===== src/ibd_consts.svh =====
// constants for the instrument bus device interface
`ifndef IBD_CONSTS_SVH
`define IBD_CONSTS_SVH
// ---------------------------------------------------------------
// multiline command codes
// ---------------------------------------------------------------
`define IBD_CMD_GTL 8'h01
`define IBD_CMD_SDC 8'h04
`define IBD_CMD_GET 8'h08
`define IBD_CMD_LLO 8'h11
`define IBD_CMD_DCL 8'h14
`define IBD_CMD_SPE 8'h18
`define IBD_CMD_SPD 8'h19
`define IBD_CMD_UNL 8'h3f
`define IBD_CMD_UNT 8'h5f
// ---------------------------------------------------------------
// address groups
// ---------------------------------------------------------------
`define IBD_LAG_BASE 8'h20
`define IBD_TAG_BASE 8'h40
`define IBD_GRP_MASK 8'h60
`define IBD_ADR_MASK 8'h1f
`define IBD_CMD_BITS 7'h7f
// ---------------------------------------------------------------
// status byte layout and reset values
// ---------------------------------------------------------------
`define IBD_RQS_BIT 6
`define IBD_PAD_RST 5'h10
`define IBD_CNT_ONE 2'h1
`define IBD_CNT_TWO 2'h2
`define IBD_CNT_ZERO 2'h0
`endif


===== src/ibd_pkg.sv =====
// types for the instrument bus device interface
package ibd_pkg;
   // acceptor handshake states
   typedef enum logic [1:0] {
      AH_IDLE = 2'b00,
      AH_WAIT = 2'b01,
      AH_HOLD = 2'b10
   } ibd_acc_e;
   // source handshake states
   typedef enum logic [1:0] {
      SH_IDLE = 2'b00,
      SH_SETL = 2'b01,
      SH_DAV = 2'b10,
      SH_DONE = 2'b11
   } ibd_src_e;
endpackage : ibd_pkg


===== src/ibd_device.sv =====
// device end of the instrument bus: handshakes, addressing and commands
`include "ibd_consts.svh"
module ibd_device (
   input wire logic clk,
   input wire logic rst_n,
   input wire logic [4:0] primaryAddr, // own primary address
   input wire logic [7:0] dioIn, // data lines, true = 1
   output logic [7:0] dioOut,
   output logic dioOe,
   input wire logic atnIn, // attention, true = 1
   input wire logic ifcIn, // interface clear
   input wire logic renIn, // remote enable
   input wire logic davIn,
   output logic davOut,
   output logic davOe,
   input wire logic nrfdIn,
   output logic nrfdOut,
   output logic nrfdOe,
   input wire logic ndacIn,
   output logic ndacOut,
   output logic ndacOe,
   input wire logic eoiIn,
   output logic eoiOut,
   output logic eoiOe,
   output logic srqOut,
   output logic srqOe,
   input wire logic svcReq, // user asks for service
   input wire logic [7:0] statusByte, // user status, bit 6 replaced
   input wire logic [7:0] txData, // user bytes to send
   input wire logic txEnd,
   input wire logic txValid,
   output logic txReady,
   output logic [7:0] rxData, // received data bytes
   output logic rxEnd,
   output logic rxValid,
   input wire logic rxReady,
   output logic listenActive,
   output logic talkActive,
   output logic remoteMode,
   output logic lockoutMode,
   output logic devClear, // one-cycle pulse
   output logic trigger // one-cycle pulse
);
   // ---------------------------------------------------------------
   // acceptor handshake
   // ---------------------------------------------------------------
   ibd_pkg::ibd_acc_e accState_r;
   logic [7:0] accByte_r; // latched byte
   logic accAtn_r; // attention at latch time
   logic accEoi_r;
   logic accStrobe_r; // one-cycle byte taken
   logic rxInReady; // buffer can take a data byte
   logic accEnable; // we take part as acceptor
   assign accEnable = atnIn || listenActive;
   // nrfd released in wait for a command byte, or for a data byte only when we can store it
   always_ff @(posedge clk or negedge rst_n) begin
      if (!rst_n) begin
         accState_r <= ibd_pkg::AH_IDLE;
         accByte_r <= 8'h00;
         accAtn_r <= 1'b0;
         accEoi_r <= 1'b0;
         accStrobe_r <= 1'b0;
      end else begin
         accStrobe_r <= 1'b0;
         case (accState_r)
            ibd_pkg::AH_IDLE: begin
               // a talker still takes commands under attention, or it could never be unaddressed
               if (accEnable) begin
                  accState_r <= ibd_pkg::AH_WAIT;
               end
            end
            ibd_pkg::AH_WAIT: begin
               // latch on data valid, then drop not-accepted
               if (!accEnable) begin
                  accState_r <= ibd_pkg::AH_IDLE;
               end else if (davIn && (atnIn || rxInReady)) begin
                  accByte_r <= dioIn;
                  accAtn_r <= atnIn;
                  accEoi_r <= eoiIn;
                  accStrobe_r <= 1'b1;
                  accState_r <= ibd_pkg::AH_HOLD;
               end
            end
            ibd_pkg::AH_HOLD: begin
               if (!davIn) begin
                  accState_r <= ibd_pkg::AH_IDLE;
               end
            end
            default: begin
               accState_r <= ibd_pkg::AH_IDLE;
            end
         endcase
      end
   end
   // handshake lines: nrfd held unless waiting, ndac held until latched
   assign nrfdOe = accEnable && (accState_r != ibd_pkg::AH_WAIT || (!atnIn && !rxInReady));
   assign nrfdOut = nrfdOe;
   assign ndacOe = accEnable && (accState_r != ibd_pkg::AH_HOLD);
   assign ndacOut = ndacOe;
   // ---------------------------------------------------------------
   // command decode
   // ---------------------------------------------------------------
   logic [6:0] cmd;
   logic isCmd;
   assign cmd = accByte_r[6:0] & `IBD_CMD_BITS;
   assign isCmd = accStrobe_r && accAtn_r;
   // compare a byte to an address group entry
   function automatic logic addrHit(input logic [6:0] b, input logic [7:0] base, input logic [4:0] pa);
      addrHit = ({1'b0, b} == (base | {3'h0, pa}));
   endfunction : addrHit
   logic myListen;
   logic myTalk;
   logic otherTalk;
   assign myListen = isCmd && addrHit(cmd, `IBD_LAG_BASE, primaryAddr);
   assign myTalk = isCmd && addrHit(cmd, `IBD_TAG_BASE, primaryAddr);
   assign otherTalk = isCmd && (({1'b0, cmd} & `IBD_GRP_MASK) == `IBD_TAG_BASE) && !myTalk;
   // secondary group 60-7f falls through every compare
   logic cmdUnl;
   logic cmdUnt;
   logic addrCmd; // addressed command allowed
   assign cmdUnl = isCmd && ({1'b0, cmd} == `IBD_CMD_UNL);
   assign cmdUnt = isCmd && ({1'b0, cmd} == `IBD_CMD_UNT);
   assign addrCmd = isCmd && listenActive;
   // ---------------------------------------------------------------
   // listener and talker addressing
   // ---------------------------------------------------------------
   logic listen_r;
   logic talk_r;
   assign listenActive = listen_r;
   assign talkActive = talk_r;
   // listener state
   always_ff @(posedge clk or negedge rst_n) begin
      if (!rst_n) begin
         listen_r <= 1'b0;
      end else if (ifcIn) begin
         listen_r <= 1'b0;
      end else if (myListen) begin
         listen_r <= 1'b1;
      end else if (cmdUnl || myTalk) begin
         listen_r <= 1'b0;
      end
   end
   // talker state, dropped on any listen address of ours
   always_ff @(posedge clk or negedge rst_n) begin
      if (!rst_n) begin
         talk_r <= 1'b0;
      end else if (ifcIn) begin
         talk_r <= 1'b0;
      end else if (myTalk) begin
         talk_r <= 1'b1;
      end else if (cmdUnt || otherTalk || myListen) begin
         talk_r <= 1'b0;
      end
   end
   // ---------------------------------------------------------------
   // serial poll, clear, trigger, remote and local
   // ---------------------------------------------------------------
   logic spoll_r;
   always_ff @(posedge clk or negedge rst_n) begin
      if (!rst_n) begin
         spoll_r <= 1'b0;
      end else if (ifcIn || (isCmd && {1'b0, cmd} == `IBD_CMD_SPD)) begin
         spoll_r <= 1'b0;
      end else if (isCmd && {1'b0, cmd} == `IBD_CMD_SPE) begin
         spoll_r <= 1'b1;
      end
   end
   // clear pulse on universal clear or addressed selective clear
   always_ff @(posedge clk or negedge rst_n) begin
      if (!rst_n) begin
         devClear <= 1'b0;
         trigger <= 1'b0;
      end else begin
         devClear <= (isCmd && {1'b0, cmd} == `IBD_CMD_DCL) || (addrCmd && {1'b0, cmd} == `IBD_CMD_SDC);
         trigger <= addrCmd && ({1'b0, cmd} == `IBD_CMD_GET);
      end
   end
   // remote on listen address while remote enable is true
   always_ff @(posedge clk or negedge rst_n) begin
      if (!rst_n) begin
         remoteMode <= 1'b0;
         lockoutMode <= 1'b0;
      end else if (!renIn) begin
         remoteMode <= 1'b0;
         lockoutMode <= 1'b0;
      end else begin
         if (myListen) begin
            remoteMode <= 1'b1;
         end else if (addrCmd && {1'b0, cmd} == `IBD_CMD_GTL) begin
            remoteMode <= 1'b0;
         end
         if (isCmd && {1'b0, cmd} == `IBD_CMD_LLO) begin
            lockoutMode <= 1'b1;
         end
      end
   end
   // ---------------------------------------------------------------
   // service request and data buffer
   // ---------------------------------------------------------------
   assign srqOe = svcReq;
   assign srqOut = svcReq;
   ibd_buf2 u_rxBuf (
      .clk(clk),
      .rst_n(rst_n),
      .inValid(accStrobe_r && !accAtn_r && listen_r),
      .inReady(rxInReady),
      .inData(accByte_r),
      .inEnd(accEoi_r),
      .outValid(rxValid),
      .outReady(rxReady),
      .outData(rxData),
      .outEnd(rxEnd)
   );
   // ---------------------------------------------------------------
   // source handshake
   // ---------------------------------------------------------------
   ibd_pkg::ibd_src_e srcState_r;
   logic [7:0] srcByte_r;
   logic srcEoi_r;
   logic srcOn; // talker allowed to send
   assign srcOn = talk_r && !atnIn && !ifcIn;
   assign txReady = srcOn && (srcState_r == ibd_pkg::SH_IDLE);
   // one byte per data valid cycle
   always_ff @(posedge clk or negedge rst_n) begin
      if (!rst_n) begin
         srcState_r <= ibd_pkg::SH_IDLE;
         srcByte_r <= 8'h00;
         srcEoi_r <= 1'b0;
      end else if (!srcOn) begin
         srcState_r <= ibd_pkg::SH_IDLE;
      end else begin
         case (srcState_r)
            ibd_pkg::SH_IDLE: begin
               if (spoll_r) begin
                  srcByte_r <= statusByte;
                  srcByte_r[`IBD_RQS_BIT] <= svcReq;
                  srcEoi_r <= 1'b0;
                  srcState_r <= ibd_pkg::SH_SETL;
               end else if (txValid) begin
                  srcByte_r <= txData;
                  srcEoi_r <= txEnd;
                  srcState_r <= ibd_pkg::SH_SETL;
               end
            end
            ibd_pkg::SH_SETL: begin
               if (!nrfdIn) begin
                  srcState_r <= ibd_pkg::SH_DAV;
               end
            end
            ibd_pkg::SH_DAV: begin
               if (!ndacIn) begin
                  srcState_r <= ibd_pkg::SH_DONE;
               end
            end
            ibd_pkg::SH_DONE: begin
               if (ndacIn && !spoll_r) begin
                  srcState_r <= ibd_pkg::SH_IDLE;
               end
            end
            default: begin
               srcState_r <= ibd_pkg::SH_IDLE;
            end
         endcase
      end
   end
   assign dioOe = srcOn && (srcState_r != ibd_pkg::SH_IDLE);
   assign dioOut = dioOe ? srcByte_r : 8'h00;
   assign davOe = srcOn && (srcState_r == ibd_pkg::SH_DAV);
   assign davOut = davOe;
   assign eoiOe = dioOe && srcEoi_r;
   assign eoiOut = eoiOe;
   // attention, clear and remote lines have no driver here
endmodule : ibd_device


===== src/ibd_buf2.sv =====
// two-entry buffer with valid and ready on both sides
`include "ibd_consts.svh"
module ibd_buf2 (
   input wire logic clk,
   input wire logic rst_n,
   input wire logic inValid,
   output logic inReady,
   input wire logic [7:0] inData,
   input wire logic inEnd,
   output logic outValid,
   input wire logic outReady,
   output logic [7:0] outData,
   output logic outEnd
);
   logic [8:0] mem_r [0:1]; // storage, end flag on top
   logic wrPtr_r; // write slot
   logic rdPtr_r; // read slot
   logic [1:0] cnt_r; // occupancy
   logic push;
   logic pop;
   assign inReady = (cnt_r != `IBD_CNT_TWO);
   assign outValid = (cnt_r != `IBD_CNT_ZERO);
   assign push = inValid && inReady;
   assign pop = outValid && outReady;
   // read data from the head register
   assign outData = mem_r[rdPtr_r][7:0];
   assign outEnd = mem_r[rdPtr_r][8];
   // storage and pointers
   always_ff @(posedge clk or negedge rst_n) begin
      if (!rst_n) begin
         mem_r[0] <= 9'h000;
         mem_r[1] <= 9'h000;
         wrPtr_r <= 1'b0;
         rdPtr_r <= 1'b0;
      end else begin
         if (push) begin
            mem_r[wrPtr_r] <= {inEnd, inData};
            wrPtr_r <= ~wrPtr_r;
         end
         if (pop) begin
            rdPtr_r <= ~rdPtr_r;
         end
      end
   end
   // occupancy count
   always_ff @(posedge clk or negedge rst_n) begin
      if (!rst_n) begin
         cnt_r <= `IBD_CNT_ZERO;
      end else if (push && !pop) begin
         cnt_r <= cnt_r + `IBD_CNT_ONE;
      end else if (pop && !push) begin
         cnt_r <= cnt_r - `IBD_CNT_ONE;
      end
   end
endmodule : ibd_buf2


===== config.mk =====
export PLATFORM = sky130hd
export DESIGN_NAME = ibd_device
export DESIGN_NICKNAME = d
export VERILOG_FILES = /design/src/ibd_pkg.sv /design/src/ibd_device.sv /design/src/ibd_buf2.sv
export VERILOG_INCLUDE_DIRS = /design/src
export SDC_FILE = /design/constraint.sdc
export NUM_CORES = 1
export LEC_CHECK = 0
export BUFFER_PORTS_ARGS = -buffer_cell sky130_fd_sc_hd__buf_2
export CORE_ASPECT_RATIO = 1.4
export CORE_MARGIN = 1
export CORE_UTILIZATION = 40
export DETAILED_ROUTE_END_ITERATION = 8
export SYNTH_ARGS = -nofsm -noshare
export SYNTH_HDL_FRONTEND = slang
export SYNTH_SLANG_ARGS = --single-unit

===== constraint.sdc =====
create_clock -name clk -period 2.2 [get_ports clk]
set_input_delay 0.11 -clock clk [delete_from_list [all_inputs] [get_ports clk]]
set_output_delay 0.11 -clock clk [all_outputs]
set_load 0.005 [all_outputs]

# Word level (Yosys, flattened, before mapping)

Cells that the tools add are included.

$add $sub $neg: 2
Magnitude comparators: 3
Equal/unequal tests: 29
Mux-type cells: 41
Bitwise gates (word level): 4
Reductions and logical operators: 62

Operator list:

| cell                                           | number |
|---|---|
| 2-to-1 mux 9 bit                               | 4 |
| logical AND 1 bit                              | 33 |
| == test 7 x 5 -> 1 bit (second input constant) | 4 |
| 2-to-1 mux 2 bit                               | 12 |
| 2-to-1 mux 8 bit                               | 3 |
| bitwise mux 18 bit                             | 1 |
| 2-to-1 mux 1 bit                               | 18 |
| inequality test 3 bit (second input constant)  | 4 |
| nonzero test 2 bit                             | 5 |
| demux 9 bit (select 1 bit)                     | 1 |
| AND reduction 3 bit                            | 3 |
| == test 2 bit (second input constant)          | 4 |
| zero test 1 bit                                | 8 |
| logical OR 1 bit                               | 8 |
| inequality test 2 bit (second input constant)  | 4 |
| one-hot mux 2 bit (4 select lines)             | 1 |
| == test 7 x 1 -> 1 bit (second input constant) | 1 |
| == test 7 x 3 -> 1 bit (second input constant) | 1 |
| == test 7 x 4 -> 1 bit (second input constant) | 1 |
| == test 7 x 6 -> 1 bit                         | 1 |
| == test 7 x 6 -> 1 bit (second input constant) | 1 |
| == test 7 bit                                  | 1 |
| == test 7 bit (second input constant)          | 1 |
| one-hot mux 2 bit (3 select lines)             | 1 |
| 13 further kinds                               | 20 |

Register bits after elaboration: 53
Input port bits: 42
Output and inout bits: 36
Word-level logic and storage cells: 161

# Longest topological paths before layout

Depth in word-level cells: 9
Gate-level depth with buffers: 7
Mapped depth without buffers: 6

# By module

A second synthesis with hierarchy kept.

Cell total of the unflattened synthesis: 224
Area total of the unflattened synthesis: 2763.9 um^2

Modules (own cells, without submodules):

| module     | instances | cells each | area an instance (um^2) | seq. area each (um^2) |
|---|---|---|---|---|
| ibd_device | 1         | 159        | 1704.1                  | 775.7 |
| ibd_buf2   | 1         | 65         | 1059.8                  | 550.5 |

# Least setup slack after synthesis

OpenSTA, ideal clock, no wires.

Kind: reg-to-reg
Start: register srcState_r[0]
End: register srcState_r[1]
Setup time: 0.120 ns
Arrival time: 1.468 ns
Data required time: 2.080 ns
Slack: 0.613 ns
Stages on the path, launching flop included: 7
Path buffers: 0
Clock period less this slack: 1.587 ns
Cell sequence: dfrtp_1 -> inv_1 -> ha_1 -> a22o_1 -> a221oi_1 -> mux2i_1 -> nor2_1

Word-level cells in the longest chain between the ends: 3
Elaborated cells between the ends (all ways): 11
Those cells by class: eq/ne: 7; mux: 2; reduce/logical: 2

RTL lines:

| element                                                                  | line              | source |
|---|---|---|
| start, declared                                                          | ibd_device.sv:217 | `ibd_pkg::ibd_src_e srcState_r;` |
| start signal, assigned                                                   | ibd_device.sv:226 | `srcState_r <= ibd_pkg::SH_IDLE;` |
| start signal, assigned                                                   | ibd_device.sv:230 | `srcState_r <= ibd_pkg::SH_IDLE;` |
| start signal, assigned                                                   | ibd_device.sv:238 | `srcState_r <= ibd_pkg::SH_SETL;` |
| == test 2 bit (tied with other cells)                                    | ibd_device.sv:232 | `case (srcState_r)` |
| inequality test 3 bit (no source line) (tied with other cells)           | --                |  |
| AND reduction 4 bit (no source line) or 2-to-1 mux 2 bit (tied branches) | --                |  |

Parallel ways exist; a longest one is shown, timed or not.
A chain may end at the register's enable or synchronous reset.

# Worst setup path in the final report

Start: register srcState_r[0]
End: output eoiOut

Word-level cells in the longest chain between the ends: 3

RTL lines:

| element            | line              | source |
|---|---|---|
| nonzero test 2 bit | ibd_device.sv:266 | `assign dioOe = srcOn && (srcState_r != ibd_pkg::SH_IDLE);` |
| logical AND 1 bit  | ibd_device.sv:266 |  |
| logical AND 1 bit  | ibd_device.sv:270 | `assign eoiOe = dioOe && srcEoi_r;` |
| end, declared      | ibd_device.sv:23  | `output logic eoiOut,` |

No other way between the ends.

==> reports/qor.csv <==
metric,value,unit
crit_path_top_delay_cell,dfrtp_1,
clk_pin_slew_worst_paths,0.10,ns
synth_area_leader_cell,dfrtp_1,
viasPerCell,4.97,
cts_buffers,5,
cp-start-kind,flip-flop,
post_cts_buffers,0,
layout_setup_ws,0.321,ns
critical_path.top_delay_family,simple AND/OR/NAND/NOR gates,
syn-num-nets,274,
critPathBufInv,2,
final_area,0.00320,mm2
syn_avg_cell_area,11.9,um2
wirelength,5130,um
grt_pass1_wl,8280,um
final.min_clock_period,1.88,ns
cp_max_fo,10,
ys_warn_count,0,
r2r_setup_slack,0.42,ns
die-area,0.00706,mm2
clock_latency,0.31,ns
htreeDepth,2,
timing.hold.ws,0.0216,ns
core_region_area,0.00653,mm2
yosysSeqAreaShare,49.3,%
port_buffers,76,
endpoint_kind,output port,
synthTopCellsByCount,"dfrtp_1 (53), mux2_2 (27), nor2_1 (17)",
rsz0062_at_grt,false,
maxCapViolCount,0,
drt_iter0_markers,91,
drive_above_1_share,43.4,%
die_x,71.3,um
leakagePower,0.00171,uW
finalSetupViolations,0,
num_rows,35,
routabilityCongestion,0.735,
grtUsageTotal,15.0,%
syn_area,0.00269,mm2
route.detailed.drc,8,
hpwl,3780,um
hold_viol,0,
cp_data_required_time,2.09,ns
gr-total-overflow,0,
antennaDiodeCount,0,
cp_cell_sequence,"inv_1, ha_1, nor2_1, and2_1, buf_2",
period_share,85.4,%
grt_pass1_vias,1783,
cts_sinks,53,
drtAntennaViolNets,0,
fp.dieH,99.0,um
ys_seq_elements,53,
fmax,532,MHz
grt_max_degree,35,
worstMarginPinSlew,0.562,ns
violations,design-rule violations,
cts_tree,yes,
synthCells,226,
skew,0.00461,ns
min_path_type,in -> reg,
root_buffer,clkbuf_8,
fin_nets,349,
drv_slew,0,
max-clock-path-buffers,2,
worstSetupPathType,reg -> out,
area_growth,19.0,%
io_pins,78,
status,"finished, violations left",
start_util,41.2,%
place_area,0.00310,mm2
via_count,1867,
pre_cts_ws,0.453,ns
tns,0,ns
yosysUniqueCellTypes,44,
final_util,49.0,%
max_stage_delay,0.41,ns
ir_drop,400,uV
fillers,604,
synthFlopType,dfrtp_1,
synth.most_common_cell,dfrtp_1,
firstDrtPassIters,8,
synth_area_leaders,"dfrtp_1 (49%), mux2_2 (11%), mux2_4 (4.5%), mux2i_1 (3.4%), ha_1 (2.8%)",
async_flop_share,100,%
power_density,740,mW/mm2
grt_antenna_before_repair,0,
slew_headroom,62.4,%
synth_edf_count,0,
arrival,1.77,ns
routedWlPerCell,13.6,um
yosysTopAreaCellShare,49.3,%
path summary, 6_finish.rpt:
kind,start,to,depth (start not counted)
worst max-delay path,srcState_r[0]$_DFFE_PN0P_,eoiOut,5
max in group asynchronous,rst_n,accByte_r[4]$_DFFE_PN0P_,3
min in group asynchronous,rst_n,srcState_r[0]$_DFFE_PN0P_,3
worst min-delay path,eoiIn,accEoi_r$_DFFE_PN0P_,2
worst max register to register,srcState_r[0]$_DFFE_PN0P_,srcState_r[0]$_DFFE_PN0P_,6
worst min register to register,srcByte_r[6]$_DFFE_PN0P_,srcByte_r[6]$_DFFE_PN0P_,2
stage by stage:
step	total power, uW	cells
final	2370	376
after global routing	2510	376
after CTS	2390	376
after detailed placement	1850	367
after global placement	1840	367
after floorplan	1660	226
layout by cell type (no fill, tap or decap), drive strengths merged, types with 2 or more instances in the layout:
cell and count:
xnor2 2, xor2 8, ha 6, nor3b 2, and3 2, and2 11, o21ai 11, buf 80
inv 5, nand2 16, nand3b 4, nor2 17, nand4 2, and4b 2, clkinv 2, nor2b 3
clkbuf 5, nand2b 3, a41o 2, mux2i 9, dfrtp 53, nor3 3, mux2 37
routing by layer:
metal / global-route usage (%) / vias up / part of all wire [%]
met5: 0 / - / 0
met4: 3.69 / 0 / 1.0
met3: 3.48 / 5 / 5.1
met2: 26.3 / 58 / 48
met1: 18.4 / 874 / 46
li1: - / 930 / -
registers in the layout, indices dropped and copies added, names as in the netlist, 2 cells and up:
| signal | flops |
|---|---|
| accByte_r | 8 |
| accState_r | 2 |
| u_rxBuf.cnt_r | 2 |
| srcState_r | 2 |
| u_rxBuf.mem_r | 18 |
| srcByte_r | 8 |
repair_timing:
action	4_1_cts	5_1_grt
endpoints found under the hold margin	53	0
hold buffers	1	0
resized for setup	0	0
cell families after synthesis:
kind of cell / after synthesis / share of synthesized area (%)
mux: 46 / 20.0
compound gates: 23 / 5.91
fa+ha+maj: 6 / 2.79
simple gates: 70 / 14.8
xor+xnor: 10 / 3.26
buf+inv: 18 / 3.96
flops: 53 / 49.3
worst register-to-register path: stages, from the launching register on:
cell,delay (ns)
dfrtp_1,0.41
inv_1,0.10
ha_1,0.24
a22o_1,0.21
a221oi_1,0.41
nor2_1,0.08
a211oi_1,0.25
where the power goes:
part / internal [uW] / switching, uW / total [uW] / leakage [uW]
sequential: 1100 / 235 / 1330 / 0.000709
combinational: 308 / 181 / 489 / 0.000952
clock: 220 / 323 / 544 / 0.0000439
area by class of cell:
class	count	area, um2	area share [%]
clock inverters	3	17.5	0.548
inverters	5	18.8	0.587
clock buffers	5	68.8	2.15
repair buffers	81	420	13.1
flip-flops and latches	53	1330	41.5
multi-input cells	155	1250	39.2
well taps	74	92.6	2.89
(Power assumes the default switching activity.)
